===== src/common/mlsr_map.vh =====
// Register map, field positions, reset values and step sizes of the
// monitor limit and setup bank.
// Assumes byte-wide registers at 8-bit addresses on the management bus.
`ifndef MLSR_MAP_VH
`define MLSR_MAP_VH
`define MLSR_ADR_CORE1_OFS 8'hB2
`define MLSR_ADR_CORE2_OFS 8'hB3
`define MLSR_ADR_FAN1_LO 8'hB4
`define MLSR_ADR_FAN1_HI 8'hB5
`define MLSR_ADR_FAN2_LO 8'hB6
`define MLSR_ADR_FAN2_HI 8'hB7
`define MLSR_ADR_FAN3_LO 8'hB8
`define MLSR_ADR_FAN3_HI 8'hB9
`define MLSR_ADR_FAN4_LO 8'hBA
`define MLSR_ADR_FAN4_HI 8'hBB
`define MLSR_ADR_HYST_FILT 8'hBC
`define MLSR_ADR_TACH_VID 8'hBD
`define MLSR_RST_OFS 8'h17
`define MLSR_RST_FAN_LO 8'hFC
`define MLSR_RST_FAN_HI 8'hFF
`define MLSR_RST_CTRL 8'h00
`define MLSR_FAN_LO_MASK 8'hFC
`define MLSR_HYST_MASK 8'h7F
`define MLSR_FAN_NO_CHECK 14'h3FFF
// Offset field positions
`define MLSR_OFS_HI_MSB 7
`define MLSR_OFS_HI_LSB 4
`define MLSR_OFS_LO_MSB 3
`define MLSR_OFS_LO_LSB 0
// Control bit positions
`define MLSR_VH_MSB 2
`define MLSR_VH_LSB 0
`define MLSR_LIM1_BIT 3
`define MLSR_LIM2_BIT 4
`define MLSR_FAN1_BIT 5
`define MLSR_FAN2_BIT 6
`define MLSR_STE_MSB 3
`define MLSR_STE_LSB 0
`define MLSR_LT12_BIT 4
`define MLSR_LT34_BIT 5
`define MLSR_VMODE_MSB 7
`define MLSR_VMODE_LSB 6
// Steps in units of 0.25 mV (a common divisor of 6.25, 12.5 and 25); VID base in mV, scaled by 4 where used
`define MLSR_STEP_LOW_Q 16'h0064
`define MLSR_STEP_HIGH_Q 16'h0032
`define MLSR_STEP_FINE_Q 16'h0019
`define MLSR_VID_BASE_Q 20'h00640
// Decode modes
`define MLSR_VMODE_SIX 2'b00
`define MLSR_VMODE_EXT 2'b01
`define MLSR_VMODE_M1 2'b10
`define MLSR_VMODE_M2 2'b11
`endif


===== src/logic/mlsr_core_window.v =====
// Dynamic core-voltage window of one processor: decodes the VID code,
// forms the upper and lower limits and flags a reading outside them.
// Assumes VID and reading are synchronous to clk; voltage in 0.25 mV units.
`timescale 1ns/10ps
`default_nettype none
`include "mlsr_map.vh"
module mlsr_core_window (
	input wire clk,
	input wire reset,
	input wire clk_en,
	input wire [7:0] ofs_reg,
	input wire [1:0] decode_sel,
	input wire [7:0] vid_code,
	input wire [19:0] volt_q,
	output reg [19:0] vid_volt_ff,
	output reg out_of_window_ff
);
	reg [19:0] nxt_vid_volt;
	reg [19:0] hi_ofs;
	reg [19:0] lo_ofs;
	reg [6:0] steps;
	reg [15:0] unit;

	// Code decode per mode; base minus steps keeps codes monotone
	always @* begin
		case (decode_sel) // [RULE_17] [RULE_18]
		`MLSR_VMODE_SIX: begin
			steps = {1'b0, vid_code[5:0]};
			unit = `MLSR_STEP_HIGH_Q;
		end
		`MLSR_VMODE_EXT, `MLSR_VMODE_M1: begin
			steps = vid_code[6:0];
			unit = `MLSR_STEP_FINE_Q;
		end
		`MLSR_VMODE_M2: begin
			// Lowest VID bit is taken as zero
			steps = vid_code[7:1];
			unit = `MLSR_STEP_HIGH_Q;
		end
		default: begin
			steps = 7'h00;
			unit = `MLSR_STEP_HIGH_Q;
		end
		endcase
		nxt_vid_volt = 20'h00004 * `MLSR_VID_BASE_Q - {13'h0000, steps} * unit;
		// Code 0 is the first step, so add one step to the field value
		hi_ofs = ({16'h0000, ofs_reg[`MLSR_OFS_HI_MSB:`MLSR_OFS_HI_LSB]}
			+ 20'h00001) * `MLSR_STEP_HIGH_Q; // [RULE_03]
		lo_ofs = ({16'h0000, ofs_reg[`MLSR_OFS_LO_MSB:`MLSR_OFS_LO_LSB]}
			+ 20'h00001) * `MLSR_STEP_LOW_Q; // [RULE_02]
	end

	// Registered window compare; lower limit floors at zero
	always @(posedge clk) begin
		if (reset) begin
			vid_volt_ff <= 20'h00000;
			out_of_window_ff <= 1'b0;
		end else if (clk_en) begin
			vid_volt_ff <= nxt_vid_volt;
			out_of_window_ff <= (volt_q > vid_volt_ff + hi_ofs) ||
				((vid_volt_ff > lo_ofs) &&
				(volt_q < vid_volt_ff - lo_ofs)); // [RULE_01] [RULE_20]
		end
	end
endmodule // mlsr_core_window
`default_nettype wire


===== src/logic/mlsr_regs.v =====
// Limit and setup register bank of the hardware monitor: window offsets,
// fan count limits, voltage hysteresis, filter selects, tach and VID modes.
// Assumes a byte-wide register port from the management-bus engine, and
// readings, limits and fan counts already synchronous to clk.
//
// Contract
// RULE_01 - Window is VID voltage plus upper offset, minus lower offset.
// RULE_02 - Lower offset field counts 25 mV steps, code 0 is 25 mV.
// RULE_03 - Upper offset field counts 12.5 mV steps, code 0 is 12.5 mV.
// RULE_04 - Fan limit 14 bits split low/high; count above limit sets both errors.
// RULE_05 - Fan limit errors are not masked by fan drive level.
// RULE_06 - A fan limit of 3FFFh never raises an error.
// RULE_07 - Hysteresis field in ADC counts applies to all voltage limit checks; the code applies none to the two core window checks.
// RULE_08 - Bit 3 selects smoothed temperature for zone 1 limit checks.
// RULE_09 - Bit 4 selects smoothed temperature for zone 2 limit checks.
// RULE_10 - Bit 5 selects smoothed temperature for zone 1 fan control.
// RULE_11 - Bit 6 selects smoothed temperature for zone 2 fan control.
// RULE_12 - Software clears zone smoothing enables before using the selects.
// RULE_13 - Software relaxes limits past hysteresis before clearing errors.
// RULE_14 - Bits 0 to 3 enable smart counting for fans 1 to 4.
// RULE_15 - Bit 4 puts tables 1 and 2 at half-degree resolution.
// RULE_16 - Bit 5 puts tables 3 and 4 at half-degree resolution.
// RULE_17 - Bits 7:6 pick VID decode for value registers and window.
// RULE_18 - Mode 00 six bits 12.5 mV; 01/10 seven at 6.25; 11 upper seven.
// RULE_19 - Reading above high or below low limit sets both error bits.
// RULE_20 - Core reading outside its window sets its error bit in both.
`timescale 1ns/10ps
`default_nettype none
`include "mlsr_map.vh"
module mlsr_regs #(
	parameter NUM_FAN = 4,
	parameter NUM_VOLT = 16
) (
	input wire clk,
	input wire reset,
	input wire clk_en,
	input wire reg_wr,
	input wire reg_rd,
	input wire [7:0] reg_addr,
	input wire [7:0] reg_wdata,
	output reg [7:0] reg_rdata_ff,
	output reg reg_hit_ff,
	input wire [NUM_FAN*14-1:0] fan_counts,
	input wire [NUM_VOLT*8-1:0] volt_readings,
	input wire [NUM_VOLT*8-1:0] volt_low_limits,
	input wire [NUM_VOLT*8-1:0] volt_high_limits,
	input wire [15:0] core1_vid_code,
	input wire [15:0] core2_vid_code,
	input wire [39:0] core_volts_q,
	output reg [NUM_FAN-1:0] fan_error_ff,
	output reg [NUM_VOLT-1:0] volt_error_ff,
	output reg [1:0] core_window_error_ff,
	output reg [39:0] core_vid_volts_ff,
	output reg zone1_limit_use_smoothed_ff,
	output reg zone2_limit_use_smoothed_ff,
	output reg zone1_fan_use_smoothed_ff,
	output reg zone2_fan_use_smoothed_ff,
	output reg [NUM_FAN-1:0] fan_smart_count_on_ff,
	output reg table12_half_degree_ff,
	output reg table34_half_degree_ff,
	output reg [1:0] core_code_decode_sel_ff
);
	reg [7:0] core1_ofs_ff;
	reg [7:0] core2_ofs_ff;
	reg [7:0] fan_lo_ff [0:NUM_FAN-1];
	reg [7:0] fan_hi_ff [0:NUM_FAN-1];
	reg [7:0] hyst_filt_ff;
	reg [7:0] tach_vid_ff;
	reg [7:0] nxt_rdata;
	reg nxt_hit;
	wire [2:0] volt_hyst_counts;
	wire [19:0] core1_vid_volt;
	wire [19:0] core2_vid_volt;
	wire core1_out;
	wire core2_out;
	wire [7:0] fan_rel;
	integer i;

	assign volt_hyst_counts = hyst_filt_ff[`MLSR_VH_MSB:`MLSR_VH_LSB];

	// Offset from the first fan register: bits 7:1 pick the fan, bit 0 the byte
	assign fan_rel = reg_addr - `MLSR_ADR_FAN1_LO;

	// Register writes; reserved bits are forced to zero on store
	always @(posedge clk) begin
		if (reset) begin
			core1_ofs_ff <= `MLSR_RST_OFS;
			core2_ofs_ff <= `MLSR_RST_OFS;
			hyst_filt_ff <= `MLSR_RST_CTRL;
			tach_vid_ff <= `MLSR_RST_CTRL;
			for (i = 0; i < NUM_FAN; i = i + 1) begin
				fan_lo_ff[i] <= `MLSR_RST_FAN_LO;
				fan_hi_ff[i] <= `MLSR_RST_FAN_HI;
			end
		end else if (clk_en && reg_wr) begin
			if (reg_addr == `MLSR_ADR_CORE1_OFS)
				core1_ofs_ff <= reg_wdata;
			if (reg_addr == `MLSR_ADR_CORE2_OFS)
				core2_ofs_ff <= reg_wdata;
			if (reg_addr == `MLSR_ADR_HYST_FILT)
				hyst_filt_ff <= reg_wdata & `MLSR_HYST_MASK;
			if (reg_addr == `MLSR_ADR_TACH_VID)
				tach_vid_ff <= reg_wdata;
			for (i = 0; i < NUM_FAN; i = i + 1) begin
				if (fan_rel[7:1] == i[6:0] && !fan_rel[0])
					fan_lo_ff[i] <= reg_wdata & `MLSR_FAN_LO_MASK; // [RULE_04]
				if (fan_rel[7:1] == i[6:0] && fan_rel[0])
					fan_hi_ff[i] <= reg_wdata; // [RULE_04]
			end
		end
	end

	// Read decode; unmapped addresses read zero and miss
	always @* begin
		nxt_rdata = 8'h00;
		nxt_hit = 1'b1;
		case (reg_addr)
		`MLSR_ADR_CORE1_OFS: nxt_rdata = core1_ofs_ff;
		`MLSR_ADR_CORE2_OFS: nxt_rdata = core2_ofs_ff;
		`MLSR_ADR_FAN1_LO: nxt_rdata = fan_lo_ff[0];
		`MLSR_ADR_FAN1_HI: nxt_rdata = fan_hi_ff[0];
		`MLSR_ADR_FAN2_LO: nxt_rdata = fan_lo_ff[1 % NUM_FAN];
		`MLSR_ADR_FAN2_HI: nxt_rdata = fan_hi_ff[1 % NUM_FAN];
		`MLSR_ADR_FAN3_LO: nxt_rdata = fan_lo_ff[2 % NUM_FAN];
		`MLSR_ADR_FAN3_HI: nxt_rdata = fan_hi_ff[2 % NUM_FAN];
		`MLSR_ADR_FAN4_LO: nxt_rdata = fan_lo_ff[3 % NUM_FAN];
		`MLSR_ADR_FAN4_HI: nxt_rdata = fan_hi_ff[3 % NUM_FAN];
		`MLSR_ADR_HYST_FILT: nxt_rdata = hyst_filt_ff;
		`MLSR_ADR_TACH_VID: nxt_rdata = tach_vid_ff;
		default: nxt_hit = 1'b0;
		endcase
	end

	// Read data held until the next read strobe
	always @(posedge clk) begin
		if (reset) begin
			reg_rdata_ff <= 8'h00;
			reg_hit_ff <= 1'b0;
		end else if (clk_en && reg_rd) begin
			reg_rdata_ff <= nxt_rdata;
			reg_hit_ff <= nxt_hit;
		end
	end

	// Control fields to the rest of the monitor, registered outputs
	always @(posedge clk) begin
		if (reset) begin
			zone1_limit_use_smoothed_ff <= 1'b0;
			zone2_limit_use_smoothed_ff <= 1'b0;
			zone1_fan_use_smoothed_ff <= 1'b0;
			zone2_fan_use_smoothed_ff <= 1'b0;
			fan_smart_count_on_ff <= {NUM_FAN{1'b0}};
			table12_half_degree_ff <= 1'b0;
			table34_half_degree_ff <= 1'b0;
			core_code_decode_sel_ff <= 2'b00;
		end else if (clk_en) begin
			// The smoothing enables must be off for these to act
			zone1_limit_use_smoothed_ff <= hyst_filt_ff[`MLSR_LIM1_BIT]; // [RULE_08]
			zone2_limit_use_smoothed_ff <= hyst_filt_ff[`MLSR_LIM2_BIT]; // [RULE_09]
			zone1_fan_use_smoothed_ff <= hyst_filt_ff[`MLSR_FAN1_BIT]; // [RULE_10]
			zone2_fan_use_smoothed_ff <= hyst_filt_ff[`MLSR_FAN2_BIT]; // [RULE_11]
			fan_smart_count_on_ff <=
				tach_vid_ff[`MLSR_STE_LSB +: NUM_FAN]; // [RULE_14]
			table12_half_degree_ff <= tach_vid_ff[`MLSR_LT12_BIT]; // [RULE_15]
			table34_half_degree_ff <= tach_vid_ff[`MLSR_LT34_BIT]; // [RULE_16]
			core_code_decode_sel_ff <=
				tach_vid_ff[`MLSR_VMODE_MSB:`MLSR_VMODE_LSB]; // [RULE_17]
		end
	end

	// Fan limit check; no masking from the fan drive level
	genvar f;
	generate
		for (f = 0; f < NUM_FAN; f = f + 1) begin : g_fan
			wire [13:0] fan_count_limit;
			assign fan_count_limit = {fan_hi_ff[f], fan_lo_ff[f][7:2]}; // [RULE_04]
			always @(posedge clk) begin
				if (reset)
					fan_error_ff[f] <= 1'b0;
				else if (clk_en)
					fan_error_ff[f] <= (fan_count_limit != `MLSR_FAN_NO_CHECK) &&
						(fan_counts[f*14 +: 14] > fan_count_limit); // [RULE_05] [RULE_06]
			end
		end
	endgenerate

	// Voltage limit check with hysteresis: once in error, the reading must
	// come back inside by at least the hysteresis before the flag drops
	genvar v;
	generate
		for (v = 0; v < NUM_VOLT; v = v + 1) begin : g_volt
			wire [8:0] rd;
			wire [8:0] lo;
			wire [8:0] hi;
			wire outside;
			wire inside_far;
			assign rd = {1'b0, volt_readings[v*8 +: 8]};
			assign lo = {1'b0, volt_low_limits[v*8 +: 8]};
			assign hi = {1'b0, volt_high_limits[v*8 +: 8]};
			assign outside = (rd > hi) || (rd < lo); // [RULE_19]
			assign inside_far = (rd + {6'h00, volt_hyst_counts} <= hi) &&
				(rd >= lo + {6'h00, volt_hyst_counts}); // [RULE_07]
			always @(posedge clk) begin
				if (reset)
					volt_error_ff[v] <= 1'b0;
				else if (clk_en)
					volt_error_ff[v] <= outside ||
						(volt_error_ff[v] && !inside_far); // [RULE_07] [RULE_19]
			end
		end
	endgenerate

	mlsr_core_window u_core1 (
		.clk(clk),
		.reset(reset),
		.clk_en(clk_en),
		.ofs_reg(core1_ofs_ff),
		.decode_sel(core_code_decode_sel_ff),
		.vid_code(core1_vid_code[7:0]),
		.volt_q(core_volts_q[19:0]),
		.vid_volt_ff(core1_vid_volt),
		.out_of_window_ff(core1_out)
	);

	mlsr_core_window u_core2 (
		.clk(clk),
		.reset(reset),
		.clk_en(clk_en),
		.ofs_reg(core2_ofs_ff),
		.decode_sel(core_code_decode_sel_ff),
		.vid_code(core2_vid_code[7:0]),
		.volt_q(core_volts_q[39:20]),
		.vid_volt_ff(core2_vid_volt),
		.out_of_window_ff(core2_out)
	);

	// Window results re-registered so outputs stay flop-driven
	always @(posedge clk) begin
		if (reset) begin
			core_window_error_ff <= 2'b00;
			core_vid_volts_ff <= 40'h0000000000;
		end else if (clk_en) begin
			core_window_error_ff <= {core2_out, core1_out}; // [RULE_20]
			core_vid_volts_ff <= {core2_vid_volt, core1_vid_volt};
		end
	end
endmodule // mlsr_regs
`default_nettype wire


===== config.mk =====
export PLATFORM = sky130hd
export DESIGN_NAME = mlsr_regs
export DESIGN_NICKNAME = d
export VERILOG_FILES = /design/src/logic/mlsr_core_window.v /design/src/logic/mlsr_regs.v
export VERILOG_INCLUDE_DIRS = /design/src /design/src/common
export SDC_FILE = /design/constraint.sdc
export NUM_CORES = 2
export LEC_CHECK = 0
export ABC_AREA = 0
export BUFFER_PORTS_ARGS = -buffer_cell sky130_fd_sc_hd__buf_2
export CAP_MARGIN = 20
export CELL_PAD_IN_SITES_DETAIL_PLACEMENT = 1
export CELL_PAD_IN_SITES_GLOBAL_PLACEMENT = 1
export CORE_ASPECT_RATIO = 1.25
export CORE_MARGIN = 8
export CORE_UTILIZATION = 40
export DETAILED_ROUTE_END_ITERATION = 6
export GPL_ROUTABILITY_DRIVEN = 0
export PLACE_DENSITY = 0.8
export SKIP_CTS_REPAIR_TIMING = 1
export SYNTH_ARGS = -nofsm -noshare
export SYNTH_HDL_FRONTEND = slang
export SYNTH_SLANG_ARGS = --single-unit

===== constraint.sdc =====
create_clock -name clk -period 5.96 [get_ports clk]
set_input_delay 0 -clock clk [delete_from_list [all_inputs] [get_ports clk]]
set_output_delay 0 -clock clk [all_outputs]
set_load 0.03 [all_outputs]

* Word-level counts from Yosys, hierarchy flattened
Memory sizes are Yosys's and may differ from the RTL's.
Index checks and enable logic that the tools add are counted.
** Storage, ports and cells
- Output and inout bits :: 83
- Memories kept :: 2
- Memory bits (writable) :: 56
- Word-level logic and storage cells :: 350
- Register bits :: 156
- Input port bits :: 533
** Cells by class
- Order comparisons :: 74
- $mul :: 6
- $add $sub $neg :: 43
- Reduce and logical (&&, ||, !) cells :: 108
- Muxes and demuxes :: 47
- Equality and inequality tests :: 22
- Bitwise gates (word level) :: 8
** Memory list
- fan_hi_ff :: depth 4, bits a word 8, rd ports 4, clocked after Yosys merged registers in 0, write ports 4, RTL line mlsr_regs.v:66 : reg [7:0] fan_hi_ff [0:NUM_FAN-1];
- fan_lo_ff :: depth 4, bits a word 6, rd ports 4, clocked after Yosys merged registers in 0, write ports 4, RTL line mlsr_regs.v:65 : reg [7:0] fan_lo_ff [0:NUM_FAN-1];
** Operators by type and width (number)
- 8-bit by 3-bit adder with 9-bit output :: 32
- 8-bit by 9-bit greater-or-equal comparator with 1-bit output :: 16
- 9-bit by 8-bit less-or-equal comparator with 1-bit output :: 16
- 8-bit greater-than comparator :: 16
- 8-bit less-than comparator :: 16
- 8-bit == test (second input constant) :: 12
- 8-bit one-hot mux with 12 select lines :: 1
- 20-bit greater-than comparator :: 4
- 14-bit greater-than comparator :: 4
- 14-bit inequality test (second input constant) :: 4
- 1-bit logical AND :: 48
- 7-bit one-hot mux with 3 select lines :: 2
- 20-bit adder :: 2
- 20-bit less-than comparator :: 2
- 20-bit by 5-bit multiplier with 18-bit output (second input constant) :: 2
- 20-bit by 5-bit multiplier with 19-bit output (second input constant) :: 2
- 7-bit by 16-bit multiplier with 20-bit output :: 2
- 13-bit by 20-bit subtractor with 20-bit output (first input constant) :: 2
- 20-bit subtractor :: 2
- 1-bit 2-to-1 mux :: 35
- 1-bit logical OR :: 34
- 8-bit 2-to-1 mux :: 4
- 16-bit one-hot mux with 2 select lines :: 1
- 6-bit 2-to-1 mux :: 4
- other kinds (13) :: 45

* Logic depth before layout (Yosys ltp)
- Depth in word-level cells :: 8
- Mapped depth :: 27
- Depth with buffers taken out :: 26

* Cells and area by module
Synthesis repeated with hierarchy kept, for this count alone.
** Unflattened totals
- Cells, all modules :: 4173
- Area total of the unflattened synthesis :: 35054.9 um2
** By module, submodules not included
- mlsr_regs :: cells an instance 2995, instances 1, area an instance 25280.5 um2, seq. area each 3963.8 um2
- mlsr_core_window at u_core1 :: cells an instance 586, instances 1, area an instance 4889.7 um2, seq. area each 420.4 um2
- mlsr_core_window at u_core2 :: cells an instance 592, instances 1, area an instance 4884.7 um2, seq. area each 420.4 um2

* Worst setup path after synthesis
No wires, ideal clock.
- Kind :: reg-to-reg
- From :: register core_code_decode_sel_ff[0]
- To :: register u_core2.vid_volt_ff[11]
- Arrival :: 5150 ps
- Cell stages (with the launch flop) :: 21
- Data required time :: 5834 ps
- Clock period less this slack :: 5276 ps
- Setup slack :: 684 ps
- Cell sequence :: dfxtp_1 inv_1 ha_1 or2_2 clkbuf_1 clkbuf_1 a22o_1 nand2_1 fa_1 inv_1 ha_1 inv_1 fa_1 fa_1 ha_1 a21oi_1 o211ai_1 and4_1 a2111oi_0 xor2_1 o21ai_1
** On the way
- Longest elaborated chain between the ends :: 5
- Elaborated cells between the ends (all ways) :: 10
** RTL lines
- start: declaration :: RTL line mlsr_regs.v:61 : output reg [1:0] core_code_decode_sel_ff
- start signal: assignment :: RTL line mlsr_regs.v:166 : core_code_decode_sel_ff <=
- 2-bit by 1-bit == test with 1-bit output (tied with other cells) :: RTL line mlsr_core_window.v:26 : case (decode_sel)
- 2-bit OR reduction (on tied branches)
- 7-bit one-hot mux with 3 select lines / 16-bit one-hot mux with 2 select lines (equally long branches) :: RTL line mlsr_core_window.v:26
- 7-bit by 16-bit multiplier with 20-bit output (*) :: RTL line mlsr_core_window.v:45 : nxt_vid_volt = 20'h00004 * `MLSR_VID_BASE_Q - {13'h0000, steps} * unit;
- 13-bit by 20-bit subtractor with 20-bit output (*) :: RTL line mlsr_core_window.v:45
- end signal: assignment :: RTL line mlsr_core_window.v:59 : vid_volt_ff <= nxt_vid_volt;
- end: declaration :: RTL line mlsr_core_window.v:15 : output reg [19:0] vid_volt_ff,
Mark *: on every way between the ends. The rest lies on a longest branch, timed or not. The select of a mux whose other input is x is not followed.
A chain may end at the register's enable or synchronous reset.

* Worst setup path after layout
- From :: register core2_ofs_ff[2]
- To :: register u_core2.out_of_window_ff
** On the way
- Longest elaborated chain between the ends :: 6
- Elaborated cells between the ends (all ways) :: 7
** RTL lines
- start: declaration :: RTL line mlsr_regs.v:64 : reg [7:0] core2_ofs_ff;
- start signal: assignment :: RTL line mlsr_regs.v:88 : core2_ofs_ff <= `MLSR_RST_OFS;
- start signal: assignment :: RTL line mlsr_regs.v:99 : core2_ofs_ff <= reg_wdata;
- 4-bit by 1-bit adder with 5-bit output (*) :: RTL line mlsr_core_window.v:49 : lo_ofs = ({16'h0000, ofs_reg[`MLSR_OFS_LO_MSB:`MLSR_OFS_LO_LSB]}
- 20-bit by 5-bit multiplier with 18-bit output (no source line) (*)
- 20-bit subtractor :: RTL line mlsr_core_window.v:62 : (volt_q < vid_volt_ff - lo_ofs));
- 20-bit less-than comparator :: RTL line mlsr_core_window.v:62
- 1-bit logical AND (*) :: RTL line mlsr_core_window.v:61 : ((vid_volt_ff > lo_ofs) &&
- 1-bit logical OR (*) :: RTL line mlsr_core_window.v:60 : out_of_window_ff <= (volt_q > vid_volt_ff + hi_ofs) ||
- end signal: assignment :: RTL line mlsr_core_window.v:60
- end: declaration :: RTL line mlsr_core_window.v:16 : output reg out_of_window_ff
Mark *: on every way between the ends. The rest lies on a longest branch, timed or not.

==> key figures <==
Floorplanning
  • I/O pin cnt: 616
  • Core Area: 86600 um2
  • Die X: 280 um
  • Initial cell density of the core: 40.1%
  • Row count: 121
  • Die ar.: 96500 um2
  • Die height: 345 um

Finish
  • Design area: 40400 um2
  • Syn-to-layout area delta: 16.2%
  • Net count reported at finish: 6213
  • Fill cells: 10.8k
  • Share of cells above drive strength 1: 15.2%
  • Most frequent cells in the layout: 907 x ha_1, 598 x buf_2, 464 x inv_1
  • Multi-input logic area: 27900 um2
  • Sequential Area: 4810 um2
  • Most common cell after layout, fill and taps aside: ha_1
  • Non-Filler Instances: 5942

Worst setup path
  • Critical R2R Launch: core2_ofs_ff[2]
  • Critical Path RT: 6.48 ns
  • CP endpoint kind: register
  • Capture point of the worst reg-to-reg path: u_core2.out_of_window_ff
  • Most used cell, CP: ha_1
  • Crit Path Category: reg -> reg
  • Crit path largest cell delay: 0.43 ns
  • Reg2reg path depth: 24
  • Levels on crit path: 24
  • R2R Setup Slk: 0.39 ns
  • Slowest CP cell: dfxtp_1
  • Kind of cell adding the most delay to the critical path: adder cells
  • Cells along the critical path: nand3_1, xor2_2, inv_1, ha_1, ha_1, ha_1, ha_1, nand2_1, nor2_1, o21ai_0, nand2_1, ha_1, and3_1, and2_1, a21oi_1, nand3_1, a211oi_1, xnor2_1, ha_1, and3_1, o21ai_0, a21oi_1, a2111oi_0, a32o_1
  • CP arrival: 6.09 ns
  • WP buf/inv: 1
  • Largest fanout on the critical path: 6
  • CP Launch Type: register

Min path
  • Hold WC Path Type: in -> reg
  • Min-delay src: volt_low_limits[119]
  • Hold path depth: 5
  • Hold Path End: volt_error_ff[14]

Logic synthesis
  • Seq cells post-synth: 212
  • Sequential cell area fraction in the yosys report: 13.8%
  • Async SR Flop Fraction: 0%
  • Synth Flop Type: dfxtp_1
  • Synth cell types: 78
  • Yosys warning count: 0
  • Mapped Area: 34700 um2
  • Post-synth EDFFs: 56
  • Adder-cell share of the synthesized area: 36.7%
  • Compound-gate portion of the synthesized area: 17.6%
  • Largest family of logic cells by synthesized area: adder cells
  • Gate Count Post-Synth: 4110
  • Post-synthesis simple-gate area fraction: 15.1%
  • Avg Cell Area, Syn: 8.45 um2
  • Mux share of post-synthesis cell area: 3.03%
  • Synth Area in XOR/XNOR: 7.67%

Clock network
  • Clk slew on worst S/H paths: 0.07 ns
  • Clock Tree Buf Depth: 3
  • Root Buffer: clkbuf_16
  • Worst-skew pair later-pin latency: 0.59 ns
  • CTS tree: done
  • Sink Count: 212
  • Total CTS buffers: 27
  • H-tree levels: 1

STA
  • Measured slew at the worst slew-check pin: 1.01 ns
  • WHS: -0.0693 ns
  • Setup ws final: 0.390 ns
  • Maximum clock rate: 180 MHz
  • Final setup fails: 0
  • Final hold vios: 6
  • Slew Viols, Final: 0
  • Setup TNS: 0 ns
  • Clock skew: 0.0213 ns
  • Crit path time final: 5.57 ns
  • Fin crit share: 93.5%
  • Slew margin rel.: 32.0%

Power
  • Leak: 20.7 nW
  • Pwr dens: 166 nW/um2
  • Peak VDD IR: 0.195 mV

Detailed routing
  • Vias: 33.6k
  • Final WL: 129 mm
  • Post-route DRC violation count: 0
  • DR WL/cell: 21.8 um
  • Drt pass-1 iters: 5
  • 1st-iter DRT viols: 1336
  • Post-route ant nets: 0
  • Vias/cell: 5.65

Flow run
  • Max-cap violations: 0

Global routing
  • Initial antenna violation count: 77
  • Grt total ovfl: 0
  • Total track usage: 25.8%
  • First-pass GRT wire length: 201 mm
  • Number of global-route vias before repair: 37.0k
  • Largest net degree at the start of global routing: 70

Placed design
  • Number of port buffers: 599
  • Dpl cell area: 39000 um2
  • HPWL Detailed: 109 mm
  • Setup WS pre-CTS: 0.186 ns
  • Placed Cells: 5813

Outcome
  • Failing checks: hold timing
  • Outcome: finished, violations left
how the worst max path moves through the flow:
stage / slack (ns) / start / end
final: 0.39 / core2_ofs_ff[2] / u_core2.out_of_window_ff
after global routing: -0.02 / core2_ofs_ff[2] / u_core2.out_of_window_ff
after CTS: 0.19 / core2_ofs_ff[0] / u_core2.out_of_window_ff
after detailed placement: 0.19 / core2_ofs_ff[0] / u_core2.out_of_window_ff
after global placement: 0.35 / core2_ofs_ff[0] / u_core2.out_of_window_ff
after floorplan: 0.68 / core_code_decode_sel_ff[0] / u_core2.vid_volt_ff[11]
power by group:
group / internal, W / total (W) / switching [W]
Combinational: 0.00137 / 0.00319 / 0.00182
Sequential: 0.00158 / 0.00175 / 0.000168
Clock: 0.000992 / 0.00177 / 0.000773
Total: 0.00395 / 0.00671 / 0.00276
cell type report:
cell class / count / area share, %
diodes: 50 / 0.310
clock buffers: 32 / 1.75
clock inverters: 17 / 0.515
inverters: 465 / 4.33
multi-input cells: 3354 / 69.1
flip-flops and latches: 212 / 11.9
well taps: 1168 / 3.62
repair buffers: 644 / 8.49
metrics by stage:
| step | util, % | total power (W) |
|---|---|---|
| 2_1_floorplan | - | 0.00383 |
| 3_3_place_gp | 45.0 | 0.00478 |
| 3_5_place_dp | 45.0 | 0.00492 |
| 4_1_cts | 46.1 | 0.00673 |
| 5_1_grt | 46.5 | 0.00721 |
| 6_report | 46.6 | 0.00671 |
flip-flops by register name, summed over array words and instances (netlist names), 2 cells and up:
register / flops
hyst_filt_ff: 7
u_core1.vid_volt_ff: 20
core_window_error_ff: 2
fan_lo_ff: 24
core_code_decode_sel_ff: 2
reg_rdata_ff: 8
core1_ofs_ff: 8
volt_error_ff: 16
fan_hi_ff: 32
core_vid_volts_ff: 40
core2_ofs_ff: 8
fan_error_ff: 4
fan_smart_count_on_ff: 4
tach_vid_ff: 8
u_core2.vid_volt_ff: 20
kinds of logic (layout without fill, tap and decap cells):
kind of cell	count (synthesis)	in the layout
AND/OR/NAND/NOR	1014	1014
adder cells (fa/ha/maj)	976	976
AO/OA/AOI/OAI	948	948
buffers and inverters	549	1158
XOR/XNOR	304	304
flip-flops	212	212
multiplexers	105	105
other	2	57
Yosys cell counts, types with 6 or more instances:
master     number  area share [%]
a32o_1          6            0.17
a211oi_1       53             1.1
o2111ai_1      12            0.30
a211o_1         8            0.20
xor2_1        114             2.9
a21o_1        138             3.0
clkbuf_1       67            0.72
and4_1         15            0.38
o21ai_0       193             2.8
nor4b_1         8            0.20
mux2i_1       104             3.0
a21oi_1       262             3.8
o21a_1         55             1.2
o32ai_1        13            0.33
nor4_1         24            0.43
a2111oi_0      17            0.43
o22ai_1         9            0.16
nand2b_1       78             1.4
fa_1           69             4.0
dfxtp_1       156             9.0
inv_1         465             5.0
ha_1          907              33
or2_2          31            0.56
nand4_1       103             1.9
nand2_1       192             2.1
o211ai_1       41            0.89
or3_1          67             1.2
nor3_1         46            0.66
a22oi_1        15            0.32
and2_1         16            0.29
buf_2          10            0.14
nand3_1        86             1.2
and3_1         19            0.34
a2bb2oi_1       8            0.20
a32oi_1        17            0.43
xnor2_1       190             4.8
a31oi_1        29            0.52
a22o_1         15            0.38
nor2b_1        78             1.4
o21bai_1        9            0.19
edfxtp_1       56             4.8
nor2_1        228             2.5
worst min-delay path, cell delays in order:
cell and delay [ns]:
buf_2 0.09, a32oi_1 0.09, nand4_1 0.10, o31ai_1 0.07
a21oi_1 0.13
per-layer routing:
metal / global-route usage, % / wire, um / up-vias
met5: 0 / 260 / -
met4: 11.0 / 5480 / 42
met3: 5.71 / 8700 / 311
met2: 47.9 / 65800 / 920
met1: 27.9 / 49100 / 16200
li1: - / - / 16100
Power figures use the tool's default switching activity.
